**src/shared/ascore_defines.vh**
```
// Constants for the asynchronous serial transmit/receive core
`ifndef ASCORE_DEFINES_VH
`define ASCORE_DEFINES_VH
`define ASC_TICK_LAST   4'hF
`define ASC_TICK_HALF   4'h7
`define ASC_TICK_ONE    4'h1
`define ASC_BITS_8_LAST 3'h7
`define ASC_BITS_7_LAST 3'h6
`define ASC_PS_NONE     2'h0
`define ASC_PS_ZERO     2'h1
`define ASC_PS_ODD      2'h2
`define ASC_PS_EVEN     2'h3
`define ASC_ST_OVR      0
`define ASC_ST_FRM      1
`define ASC_ST_PAR      2
`define ASC_ST_ZERO     5'h00
`define ASC_VEC_RX_END  16'h001E
`define ASC_VEC_RX_ERR  16'h001C
`define ASC_BYTE_ZERO   8'h00
`define ASC_VEC_ZERO    16'h0000
`endif

```
**src/hw/ascore_top.v**
```verilog
// Serial transmit/receive core with transmit feed FIFO
`timescale 1ns/1ps
`default_nettype none
`include "ascore_defines.vh"

module ascore_fifo #(
  parameter W  = 8,
  parameter D  = 8,
  parameter AW = 3
) (
  input  wire          clk,
  input  wire          rst,
  input  wire          in_valid,
  output reg           in_ready,
  input  wire [W-1:0]  in_data,
  output wire          out_valid,
  input  wire          out_ready,
  output wire [W-1:0]  out_data
);
  reg [W-1:0]  mem_q [0:D-1];
  reg [AW-1:0] wr_q;
  reg [AW-1:0] rd_q;
  reg [AW:0]   cnt_q;
  reg [AW:0]   cnt_d;
  wire         push;
  wire         pop;
  integer      i;

  assign push      = in_valid & in_ready;
  assign pop       = out_valid & out_ready;
  assign out_valid = (cnt_q != {(AW+1){1'b0}});
  assign out_data  = mem_q[rd_q];

  always @* begin
    cnt_d = cnt_q;
    if (push & ~pop) begin
      cnt_d = cnt_q + {{AW{1'b0}}, 1'b1};
    end else if (pop & ~push) begin
      cnt_d = cnt_q - {{AW{1'b0}}, 1'b1};
    end
  end

  // Ready is registered so the top port comes straight from a flop
  always @(posedge clk or posedge rst) begin
    if (rst) begin
      wr_q     <= {AW{1'b0}};
      rd_q     <= {AW{1'b0}};
      cnt_q    <= {(AW+1){1'b0}};
      in_ready <= 1'b1;
      for (i = 0; i < D; i = i + 1) begin
        mem_q[i] <= {W{1'b0}};
      end
    end else begin
      cnt_q    <= cnt_d;
      in_ready <= (cnt_d != D[AW:0]);
      if (push) begin
        mem_q[wr_q] <= in_data;
        wr_q        <= wr_q + {{(AW-1){1'b0}}, 1'b1};
      end
      if (pop) begin
        rd_q <= rd_q + {{(AW-1){1'b0}}, 1'b1};
      end
    end
  end
endmodule // ascore_fifo

module ascore_top (
  input  wire        CLK,
  input  wire        RST,
  input  wire        TX_WRITE,
  input  wire [7:0]  TX_DATA,
  input  wire        TX_FIFO_VALID,
  input  wire [7:0]  TX_FIFO_DATA,
  output wire        TX_FIFO_READY,
  input  wire        CHAR_LEN_8,
  input  wire        STOP_TWO,
  input  wire        PARITY_SELECT_HI,
  input  wire        PARITY_SELECT_LO,
  input  wire        RX_ENABLE_BIT,
  input  wire        RXD,
  input  wire        RX_READ,
  output reg         TXD,
  output reg         TX_BUSY,
  output reg         TX_END_IRQ,
  output reg         RX_END_IRQ,
  output reg         RX_ERROR_IRQ,
  output reg  [7:0]  RX_HOLDING_BUFFER,
  output reg  [7:0]  RX_ERROR_STATUS_REG,
  output reg  [15:0] RX_END_VECTOR,
  output reg  [15:0] RX_ERROR_VECTOR
);
  localparam S_IDLE  = 5'b00001;
  localparam S_START = 5'b00010;
  localparam S_DATA  = 5'b00100;
  localparam S_PAR   = 5'b01000;
  localparam S_STOP  = 5'b10000;

  // Parity bit for a character under the selected mode
  function par_bit;
    input [7:0] d;
    input       cl8;
    input [1:0] ps;
    reg         x;
    begin
      x = ^{d[7] & cl8, d[6:0]};
      case (ps)
        `ASC_PS_ODD:  par_bit = ~x;
        `ASC_PS_EVEN: par_bit = x;
        default:      par_bit = 1'b0;
      endcase
    end
  endfunction

  wire [1:0] ps      = {PARITY_SELECT_HI, PARITY_SELECT_LO};
  wire       par_on  = (ps != `ASC_PS_NONE);
  wire [2:0] bit_last = CHAR_LEN_8 ? `ASC_BITS_8_LAST : `ASC_BITS_7_LAST;

  // Transmitter
  reg  [4:0] tx_st_q;
  reg  [3:0] tx_cnt_q;
  reg  [2:0] tx_bit_q;
  reg  [7:0] tx_shift_reg_q;
  reg        tx_par_q;
  reg        tx_stop2_q;
  wire       tx_idle   = tx_st_q[0];
  wire       tx_tick   = (tx_cnt_q == `ASC_TICK_LAST);
  wire       fifo_valid;
  wire [7:0] fifo_data;
  // Direct write takes priority; the FIFO stalls while a frame is out
  wire       fifo_pop  = tx_idle & ~TX_WRITE;
  wire       tx_load   = tx_idle & (TX_WRITE | fifo_valid);
  wire [7:0] tx_byte   = TX_WRITE ? TX_DATA : fifo_data;

  ascore_fifo #(
    .W  (8),
    .D  (8),
    .AW (3)
  ) u_fifo (
    .clk       (CLK),
    .rst       (RST),
    .in_valid  (TX_FIFO_VALID),
    .in_ready  (TX_FIFO_READY),
    .in_data   (TX_FIFO_DATA),
    .out_valid (fifo_valid),
    .out_ready (fifo_pop),
    .out_data  (fifo_data)
  );

  always @(posedge CLK or posedge RST) begin
    if (RST) begin
      tx_st_q        <= S_IDLE;
      tx_cnt_q       <= 4'h0;
      tx_bit_q       <= 3'h0;
      tx_shift_reg_q <= `ASC_BYTE_ZERO;
      tx_par_q       <= 1'b0;
      tx_stop2_q     <= 1'b0;
      TXD            <= 1'b1;
      TX_BUSY        <= 1'b0;
      TX_END_IRQ     <= 1'b0;
    end else begin
      TX_END_IRQ <= 1'b0;
      tx_cnt_q   <= tx_idle ? 4'h0 : tx_cnt_q + `ASC_TICK_ONE;
      case (tx_st_q)
        S_IDLE: begin
          if (tx_load) begin
            tx_shift_reg_q <= tx_byte;
            tx_par_q       <= par_bit(tx_byte, CHAR_LEN_8, ps);
            tx_bit_q       <= 3'h0;
            tx_stop2_q     <= 1'b0;
            tx_st_q        <= S_START;
          end
        end
        S_START: begin
          if (tx_tick) begin
            tx_st_q <= S_DATA;
          end
        end
        S_DATA: begin
          // Writes are not looked at outside idle, so the frame is safe
          if (tx_tick) begin
            tx_shift_reg_q <= {1'b0, tx_shift_reg_q[7:1]};
            tx_bit_q       <= tx_bit_q + 3'h1;
            if (tx_bit_q == bit_last) begin
              tx_st_q <= par_on ? S_PAR : S_STOP;
            end
          end
        end
        S_PAR: begin
          if (tx_tick) begin
            tx_st_q <= S_STOP;
          end
        end
        S_STOP: begin
          if (tx_tick) begin
            if (STOP_TWO & ~tx_stop2_q) begin
              tx_stop2_q <= 1'b1;
            end else begin
              tx_st_q    <= S_IDLE;
              TX_END_IRQ <= 1'b1;
            end
          end
        end
        default: tx_st_q <= S_IDLE;
      endcase
      // Line level lags the state by one cycle uniformly
      case (tx_st_q)
        S_START: TXD <= 1'b0;
        S_DATA:  TXD <= tx_shift_reg_q[0];
        S_PAR:   TXD <= tx_par_q;
        default: TXD <= 1'b1;
      endcase
      TX_BUSY <= ~tx_idle | tx_load;
    end
  end

  // Receiver
  reg        rxd_m_q;
  reg        rxd_s_q;
  reg  [4:0] rx_st_q;
  reg  [3:0] rx_cnt_q;
  reg  [2:0] rx_bit_q;
  reg  [7:0] rx_sh_q;
  reg        rx_par_q;
  reg        rx_unread_q;
  wire       rx_tick = (rx_cnt_q == `ASC_TICK_LAST);
  wire       rx_done = rx_st_q[4] & rx_tick & RX_ENABLE_BIT;
  wire       pe      = (ps != `ASC_PS_NONE) & (ps != `ASC_PS_ZERO) &
                       (rx_par_q != par_bit(rx_sh_q, CHAR_LEN_8, ps));
  wire       fe      = ~rxd_s_q;
  wire       ovr     = rx_unread_q;

  // Two flops before the line is looked at; only the second is used
  always @(posedge CLK or posedge RST) begin
    if (RST) begin
      rxd_m_q <= 1'b1;
      rxd_s_q <= 1'b1;
    end else begin
      rxd_m_q <= RXD;
      rxd_s_q <= rxd_m_q;
    end
  end

  always @(posedge CLK or posedge RST) begin
    if (RST) begin
      rx_st_q             <= S_IDLE;
      rx_cnt_q            <= 4'h0;
      rx_bit_q            <= 3'h0;
      rx_sh_q             <= `ASC_BYTE_ZERO;
      rx_par_q            <= 1'b0;
      rx_unread_q         <= 1'b0;
      RX_HOLDING_BUFFER   <= `ASC_BYTE_ZERO;
      RX_ERROR_STATUS_REG <= `ASC_BYTE_ZERO;
      RX_END_IRQ          <= 1'b0;
      RX_ERROR_IRQ        <= 1'b0;
      RX_END_VECTOR       <= `ASC_VEC_ZERO;
      RX_ERROR_VECTOR     <= `ASC_VEC_ZERO;
    end else begin
      RX_END_VECTOR   <= `ASC_VEC_RX_END;
      RX_ERROR_VECTOR <= `ASC_VEC_RX_ERR;
      RX_END_IRQ      <= 1'b0;
      RX_ERROR_IRQ    <= 1'b0;
      rx_cnt_q        <= rx_cnt_q + `ASC_TICK_ONE;
      if (~RX_ENABLE_BIT) begin
        rx_st_q <= S_IDLE;
      end else begin
        case (rx_st_q)
          S_IDLE: begin
            rx_cnt_q <= 4'h0;
            if (~rxd_s_q) begin
              rx_st_q <= S_START;
            end
          end
          S_START: begin
            if (rx_cnt_q == `ASC_TICK_HALF) begin
              rx_cnt_q <= 4'h0;
              rx_bit_q <= 3'h0;
              rx_sh_q  <= `ASC_BYTE_ZERO;
              rx_st_q  <= rxd_s_q ? S_IDLE : S_DATA;
            end
          end
          S_DATA: begin
            if (rx_tick) begin
              rx_sh_q[rx_bit_q] <= rxd_s_q;
              rx_bit_q          <= rx_bit_q + 3'h1;
              if (rx_bit_q == bit_last) begin
                rx_st_q <= par_on ? S_PAR : S_STOP;
              end
            end
          end
          S_PAR: begin
            if (rx_tick) begin
              rx_par_q <= rxd_s_q;
              rx_st_q  <= S_STOP;
            end
          end
          S_STOP: begin
            // Only one stop bit is checked, so a second gives resync slack
            if (rx_tick) begin
              rx_st_q <= S_IDLE;
            end
          end
          default: rx_st_q <= S_IDLE;
        endcase
      end
      if (rx_done) begin
        RX_HOLDING_BUFFER   <= rx_sh_q;
        RX_END_IRQ          <= 1'b1;
        RX_ERROR_IRQ        <= pe | fe | ovr;
        RX_ERROR_STATUS_REG <= {`ASC_ST_ZERO, pe, fe, ovr};
        rx_unread_q         <= 1'b1;
      end else if (RX_READ) begin
        RX_ERROR_STATUS_REG <= `ASC_BYTE_ZERO;
        rx_unread_q         <= 1'b0;
      end
    end
  end
endmodule // ascore_top
`default_nettype wire

```
**config.mk**
```make
export PLATFORM = sky130hd
export DESIGN_NAME = ascore_top
export DESIGN_NICKNAME = d
export VERILOG_FILES = /design/src/hw/ascore_top.v
export VERILOG_INCLUDE_DIRS = /design/src /design/src/shared
export SDC_FILE = /design/constraint.sdc
export NUM_CORES = 1
export LEC_CHECK = 0
export BUFFER_PORTS_ARGS = -buffer_cell sky130_fd_sc_hd__buf_2
export CAP_MARGIN = 10
export CORE_MARGIN = 2
export CORE_UTILIZATION = 50
export DETAILED_ROUTE_END_ITERATION = 10
export PLACE_DENSITY = 0.73
export RECOVER_POWER = 25
export SLEW_MARGIN = 20
export SYNTH_ARGS = -nofsm -noshare
export SYNTH_HDL_FRONTEND = slang
export SYNTH_HIERARCHICAL = 1
export SYNTH_SLANG_ARGS = --single-unit
```
**constraint.sdc**
```tcl
create_clock -name CLK -period 4.95 [get_ports CLK]
set_input_delay 0.495 -clock CLK [delete_from_list [all_inputs] [get_ports CLK]]
set_output_delay 0.495 -clock CLK [all_outputs]
set_load 0.005 [all_outputs]
```
==> results by group, run 1 <==
Outcome
  • Outcome: finished clean

Logic synthesis
  • Count of cell types in the netlist: 76
  • Mean Syn Cell Area: 12.2 µm²
  • Ys flop type: dfrtp_1
  • #FFs+latches synth: 138
  • Post-synth top area cell: dfrtp_1
  • Async set-reset flop share out of synthesis: 1.00
  • Ys Warns: 6
  • Post-synthesis sequential area ratio: 0.472
  • Synthesized area: 7320 µm²
  • Top cells by area, synth: dfrtp_1 (45%), mux2_2 (13%), mux4_2 (4.9%)
  • Number of synthesized flops with an enable pin: 0
  • Synth top area share: 0.451
  • Synth Instances: 602

Layout
  • FILL cells: 1185
  • Reg area: 3460 µm²
  • Share of layout cells above drive strength 1: 0.335
  • P&R area growth vs syn: 10.8%
  • Multi-input logic area: 3450 µm²
  • Final nets: 670

Die
  • Floorplan row count: 44
  • Die width: 125 µm
  • Die area: 15600 µm²
  • Io pins: 81
  • Core Region: 14400 µm²
  • Initial Util: 0.508
  • Die Height: 125 µm

CTS
  • Root Buffer: clkbuf_16
  • Cts hold-fix bufs: 0
  • H-tree depth: 4
  • Post-CTS Resized: 0
  • CTS Sinks: 138
  • Clock-pin transition on the worst setup and hold timing paths: 60 ps
  • Clock tree buffer depth: 2
  • Clk_lat worst skew: 420 ps
  • Postcts setup bufs: 0
  • CTS tree: yes
  • TritonCTS Buffers: 17

Pwr
  • Leak: 3.64 nW
  • Peak supply drop: 0.000277 V
  • Power Density: 603 nW/µm²
  • Total Power: 4.90 mW

Timing
  • Worst Tran Pin Value: 938 ps
  • Layout Skew: 10.8 ps
  • Tmin final: 2880 ps
  • Setup TNS Final: 0 ps
  • Fmax: 347 MHz
  • Worst Setup Slack, final: 2070 ps
  • Worst slew margin: 0.375
  • Final setup vio count: 0
  • RSZ-0062 raised after global routing: no
  • Max-slew violation count: 0
  • Fin. Hold Viols: 0
  • Tcrit/Tclk final: 0.582

Global route
  • Busiest grt layer: met2
  • Global-route usage over all layers: 0.191
  • Initial antenna violation count: 0
  • Vias in the first global route: 4663
  • Met3 Use GR: 0.0436
  • First-pass GRT wire length: 23.7 mm
  • Grt met2 use: 0.315
  • GRT met1 Usage: 0.252
  • GRT overflow: 0
  • Largest net degree at the start of global routing: 76

Setup path
  • Critical Path RT: 5270 ps
  • CP Data Arrival Time: 3200 ps
  • Setup crit start kind: flip-flop
  • CP max FO: 18
  • Crit. End Element: flip-flop
  • Critical setup path kind: reg2reg

Drt
  • Detailed Routing Iterations Pass 1: 6
  • Vias per cell: 5.57
  • Post-DRT Antenna Nets: 0
  • DR vias: 4641
  • Iteration-0 DRC Markers: 348
  • Post-Route WL: 14.3 mm
  • Drt drc: 0
  • Drt wl/cell: 17.2 µm

Place
  • Placer Congestion: 0.833
  • # port buffers: 50
  • Pre-CTS WS: 1760 ps
  • HPWL after detailed placement: 9.73 mm

Job
  • Max Cap Viol: 0

Worst hold path
  • Hold/Removal Path Class: in2async
## per-stage QoR
step | util | hold WS [ps] | cell area, µm² | cells
floorplan | - | 345 | 7430 | 631
global placement | 0.517 | 349 | 7460 | 800
detailed placement | 0.517 | 350 | 7460 | 800
CTS | 0.563 | 76.1 | 8120 | 832
global route | 0.563 | 93.7 | 8120 | 832
finish | 0.563 | 87.1 | 8120 | 833
## cell usage after synthesis, drive strengths merged (3+ instances only)
| library cell | number |
|---|---|
| o211ai | 4 |
| o32ai | 5 |
| dfrtp | 132 |
| mux4 | 16 |
| nand3b | 6 |
| nor3 | 11 |
| o31ai | 4 |
| nand3 | 16 |
| nor2b | 9 |
| a21bo | 3 |
| a211oi | 3 |
| nand2 | 28 |
| a21oi | 10 |
| o21ai | 22 |
| nand2b | 4 |
| clkbuf | 8 |
| xor2 | 11 |
| mux2i | 12 |
| a22o | 6 |
| nor2 | 35 |
| inv | 15 |
| nor4 | 5 |
| ha | 8 |
| dfstp | 6 |
| mux2 | 90 |
| buf | 59 |
| a21o | 4 |
| and3 | 6 |
| and2 | 5 |
| or4 | 3 |
| xnor2 | 19 |
| a32o | 4 |
| or2 | 3 |
## sequential cells by signal, indices dropped and copies added (netlist names), 3 cells and up
register             flops
RX_HOLDING_BUFFER        8
tx_bit_q                 3
tx_cnt_q                 4
u_fifo/rd_q              3
rx_cnt_q                 4
tx_shift_reg_q           8
RX_ERROR_STATUS_REG      3
u_fifo/mem_q            64
rx_sh_q                  8
u_fifo/cnt_q             4
u_fifo/wr_q              3
tx_st_q                  5
rx_st_q                  5
rx_bit_q                 3
## report_power, final
part / switching [mW] / total, mW / internal [mW]
logic: 0.630 / 1.61 / 0.978
clock network: 0.462 / 1.38 / 0.920
registers: 0.380 / 1.91 / 1.53
total: 1.47 / 4.90 / 3.42
## final timing paths
| path | start | to | cells after the start | slack (ps) |
|---|---|---|---|---|
| setup / recovery | u_fifo/rd_q[1] | tx_par_q | 7 | 2070 |
| hold / removal | RST | rxd_m_q | 2 | 90 |
| setup reg to reg | u_fifo/rd_q[1] | tx_par_q | 7 | 2070 |
| hold reg to reg | rxd_m_q | rxd_s_q | 0 | 350 |
| max in group asynchronous | RST | u_fifo/rd_q[0] | 3 | 3930 |
| min in group CLK | RXD | rxd_m_q | 1 | 180 |
## kinds of logic (layout without fill, tap and decap cells)
| logic type | after synthesis | count (layout) | synth area share |
|---|---|---|---|
| other | 2 | 32 | 0.00103 |
| multiplexers | 118 | 118 | 0.207 |
| XOR/XNOR | 32 | 32 | 0.0420 |
| buffers and inverters | 82 | 99 | 0.0712 |
| adder cells (fa/ha/maj) | 8 | 8 | 0.0137 |
| flip-flops | 138 | 138 | 0.472 |
| AO/OA/AOI/OAI | 81 | 81 | 0.0796 |
| AND/OR/NAND/NOR | 141 | 141 | 0.113 |
## cell type report
class                           instances  area share
Sequential cell                       138       0.426
Multi-Input combinational cell        411       0.425
Clock buffer                           21      0.0567
Timing Repair Buffer                   52      0.0325
Tap cell                              184      0.0284
Clock inverter                         11      0.0237
Inverter                               15     0.00693
Antenna cell                            1    0.000308
## layout by cell type (no fill, tap or decap), types with 7 or more instances in the layout
cell type,netlist,routed
buf_2,12,49
dfrtp_1,132,131
o21ai_0,21,21
ha_1,8,8
mux2_2,83,83
mux4_2,16,16
nand3_1,14,14
nor2b_1,9,9
inv_1,14,13
xnor2_1,19,19
nor2_1,30,30
nand2_1,28,28
nor3_1,7,7
xor2_1,11,11
conb_1,2,31
mux2i_1,12,12
a21oi_1,10,10
clkbuf_16,0,17
## metal layers
layer	vias to the layer above	part of all wire
met4	0	0.012
li1	2173	-
met5	-	0
met2	138	0.50
met3	17	0.050
met1	2313	0.44
## worst max-delay path, stage by stage (launching register included)
cell     delay (ps)
dfrtp_1         850
mux4_2          580
mux2_2          300
xnor2_1         130
mux2i_1         150
xnor2_1         140
xnor3_1         410
o31ai_1         220
No activity file was read; power rests on OpenSTA's default activity.
==> run 2: changes to the inputs <==
Settings changed: ABC_AREA set to 1, PLACE_DENSITY 0.73 to 0.75.
Clock period 4.95 ns to 2.41 ns, I/O delays scaled along.
==> results by group, run 2 <==
Setup path
  • Crit. End Element: flip-flop
  • Worst Reg-to-Reg Cells: 14
  • Critical Path Slowest Stage Cell: dfrtp_1
  • Setup crit start kind: flip-flop
  • Most common cell on crit path: nand2_1
  • CP max FO: 26
  • R2r setup slk: 230 ps
  • Worst R2R End: tx_par_q
  • Top delay family on crit path: buffers and inverters
  • Cell count along the critical path: 14
  • CP Data Arrival Time: 2490 ps
  • CP Buf/Inv Count: 3
  • Crit-path cells: clkinv_2 > buf_4 > nor2_1 > o21ai_1 > a21oi_1 > a31oi_1 > o21ai_0 > inv_1 > nand3_1 > nand2_1 > nand2_1 > nand2_1 > nand2_1 > nand2_1
  • Critical Path RT: 2720 ps
  • R2r startpoint: u_fifo/rd_q[0]
  • CP max stage delay: 390 ps
  • Critical setup path kind: reg2reg

Drt
  • Vias per cell: 5.11
  • Iteration-0 DRC Markers: 551
  • Post-DRT Antenna Nets: 0
  • Drt wl/cell: 13.4 µm
  • Drt drc: 0
  • Post-Route WL: 15.3 mm
  • Detailed Routing Iterations Pass 1: 5
  • DR vias: 5845

Logic synthesis
  • Xor/xnor share of the synthesized area: 0.0118
  • Most common cell in the netlist: nand2_1
  • Top cells by area, synth: dfrtp_1 (45%), nand2_1 (12%), o21ai_1 (4.8%)
  • Mean Syn Cell Area: 8.20 µm²
  • Synth Area in Simple Gates: 0.247
  • Synth Instances: 902
  • Synth cell count leaders: nand2_1 (233), dfrtp_1 (132), nor2_1 (81)
  • Post-synthesis sequential area ratio: 0.468
  • Synth Area in Compound Gates: 0.150
  • Count of cell types in the netlist: 41
  • Multiplexer share of the synthesized area: 0
  • Post-synth top area cell: dfrtp_1
  • Async set-reset flop share out of synthesis: 1.00
  • Adder-Cell Fraction of Synth Area: 0.0135
  • Ys flop type: dfrtp_1
  • Ys Warns: 6
  • Number of synthesized flops with an enable pin: 0
  • #FFs+latches synth: 138
  • Synthesized area: 7390 µm²
  • Main combinational cell family by area after synthesis: simple AND/OR/NAND/NOR gates
  • Synth top area share: 0.447

Layout
  • Largest Register: u_fifo/mem_q
  • # diodes: 0
  • P&R area growth vs syn: 11.3%
  • FILL cells: 1298
  • Max reg flops: 64
  • Commonest non-fill, non-tap cell in the layout: nand2_1
  • Reg area: 3460 µm²
  • Multi-input logic area: 3240 µm²
  • Final instance area: 8230 µm²
  • Share of layout cells above drive strength 1: 0.186
  • Final nets: 982
  • Most frequent cells in the layout: nand2_1 (233), dfrtp_1 (132), nor2_1 (81), o21ai_1 (72), inv_1 (63)

Timing
  • Worst slew margin: -0.0930
  • Fin. Hold Viols: 0
  • Hold_ws: 36.3 ps
  • Max-slew violation count: 76
  • Layout Skew: 5.74 ps
  • Fmax: 459 MHz
  • Tmin final: 2180 ps
  • Final setup vio count: 0
  • Tcrit/Tclk final: 0.904
  • RSZ-0062 raised after global routing: no
  • Setup TNS Final: 0 ps
  • Worst Tran Pin Value: 1640 ps

Place
  • # port buffers: 50
  • Placed cell area: 7580 µm²
  • Placer Congestion: 0.908
  • HPWL after detailed placement: 10.7 mm

Die
  • Die Height: 126 µm
  • Die width: 126 µm
  • Die area: 15800 µm²
  • Io pins: 81
  • Initial Util: 0.511
  • Floorplan row count: 44
  • Core Region: 14500 µm²

Worst hold path
  • Hold Crit Start: RX_READ
  • WHS Endpoint: ovr
  • Hold depth: 2
  • Hold/Removal Path Class: in2reg

CTS
  • H-tree depth: 4
  • Postcts setup bufs: 0
  • CTS tree: yes
  • TritonCTS Buffers: 17
  • Clock tree buffer depth: 2
  • CTS Sinks: 138
  • Root Buffer: clkbuf_16
  • Clk_lat worst skew: 420 ps
  • Clock-pin transition on the worst setup and hold timing paths: 60 ps

Global route
  • GRT overflow: 0
  • GRT met1 Usage: 0.281
  • Global-route usage over all layers: 0.204
  • First-pass GRT wire length: 26.1 mm
  • Largest net degree at the start of global routing: 76
  • Met3 Use GR: 0.0475
  • Busiest grt layer: met2
  • Vias in the first global route: 5478
  • Grt met2 use: 0.317
  • Initial antenna violation count: 0

Pwr
  • Leak: 4.17 nW
  • Peak supply drop: 0.000564 V
  • Power Density: 1010 nW/µm²

Job
  • Max Cap Viol: 1

Outcome
  • Outcome: finished with violations
  • Failing checks: capacitance limit, slew limit
==> run 2: cell types whose count changed after synthesis, moves of 12 or more <==
| cell | delta |
|---|---|
| nand2_1 | +205 |
| o21ai_0 | +23 |
| o21ai_1 | +70 |
| nand3_1 | +29 |
| o21ai_2 | +29 |
| inv_2 | +16 |
| xnor2_1 | -19 |
| mux2i_1 | -12 |
| mux4_2 | -16 |
| mux2_2 | -83 |
| inv_1 | +51 |
| nor2_1 | +51 |
==> run 2: per-stage QoR <==
stage	worst slack, ps	power, mW	util	instances
floorplan	261	5.12	-	931
global placement	367	5.46	0.523	1110
detailed placement	316	5.54	0.523	1110
CTS	269	8.38	0.569	1144
global route	2.69	8.90	0.568	1144
finish	231	8.33	0.568	1144
==> run 2: timing repair <==
action,CTS,global route
hold endpoints to repair,98,0
hold buffers,2,0
setup endpoints to repair,0,1
resized for setup,0,3
==> run 2: cell families (layout without fill, tap and decap cells) <==
logic type      Yosys count  after routing
flops                   138            138
other cells               2             31
compound gates          187            187
fa+ha+maj                 8              8
simple gates            411            411
xor+xnor                 10             10
buf+inv                 146            175
==> run 2: metal layers <==
| layer | wire length [µm] | part of all wire |
|---|---|---|
| met5 | 0 | 0 |
| met4 | 278 | 0.018 |
| met3 | 683 | 0.045 |
| met2 | 7080 | 0.46 |
| met1 | 7290 | 0.48 |
==> run 2: worst max path at each step <==
stage	from	to	slack [ps]
floorplan	RST	u_fifo/cnt_q[0]	260
global placement	u_fifo/rd_q[2]	tx_par_q	370
detailed placement	u_fifo/rd_q[0]	tx_par_q	320
CTS	u_fifo/rd_q[0]	tx_par_q	270
global route	u_fifo/rd_q[1]	tx_par_q	3
finish	u_fifo/rd_q[0]	tx_par_q	230
==> run 2: worst register-to-register path: stages, from the launching register on <==
cell and delay [ps]:
dfrtp_1 390, clkinv_2 290, buf_4 280, nor2_1 90, o21ai_1 70, a21oi_1 130
a31oi_1 60, o21ai_0 320, inv_1 80, nand3_1 110, nand2_1 60, nand2_1 50
nand2_1 50, nand2_1 50, nand2_1 40
==> run 2: where the power goes <==
part | switching (mW) | total [mW] | internal [mW]
Clock | 1.01 | 2.81 | 1.79
Combinational | 1.30 | 2.08 | 0.786
Sequential | 0.475 | 3.45 | 2.97
==> run 2: cell type report <==
cell class	count	share of cell area
multi-input combinational	647	0.394
timing repair buffer	59	0.0401
tap	184	0.0280
sequential	138	0.421
inverter	84	0.0392
clock inverter	13	0.0234
clock buffer	19	0.0550
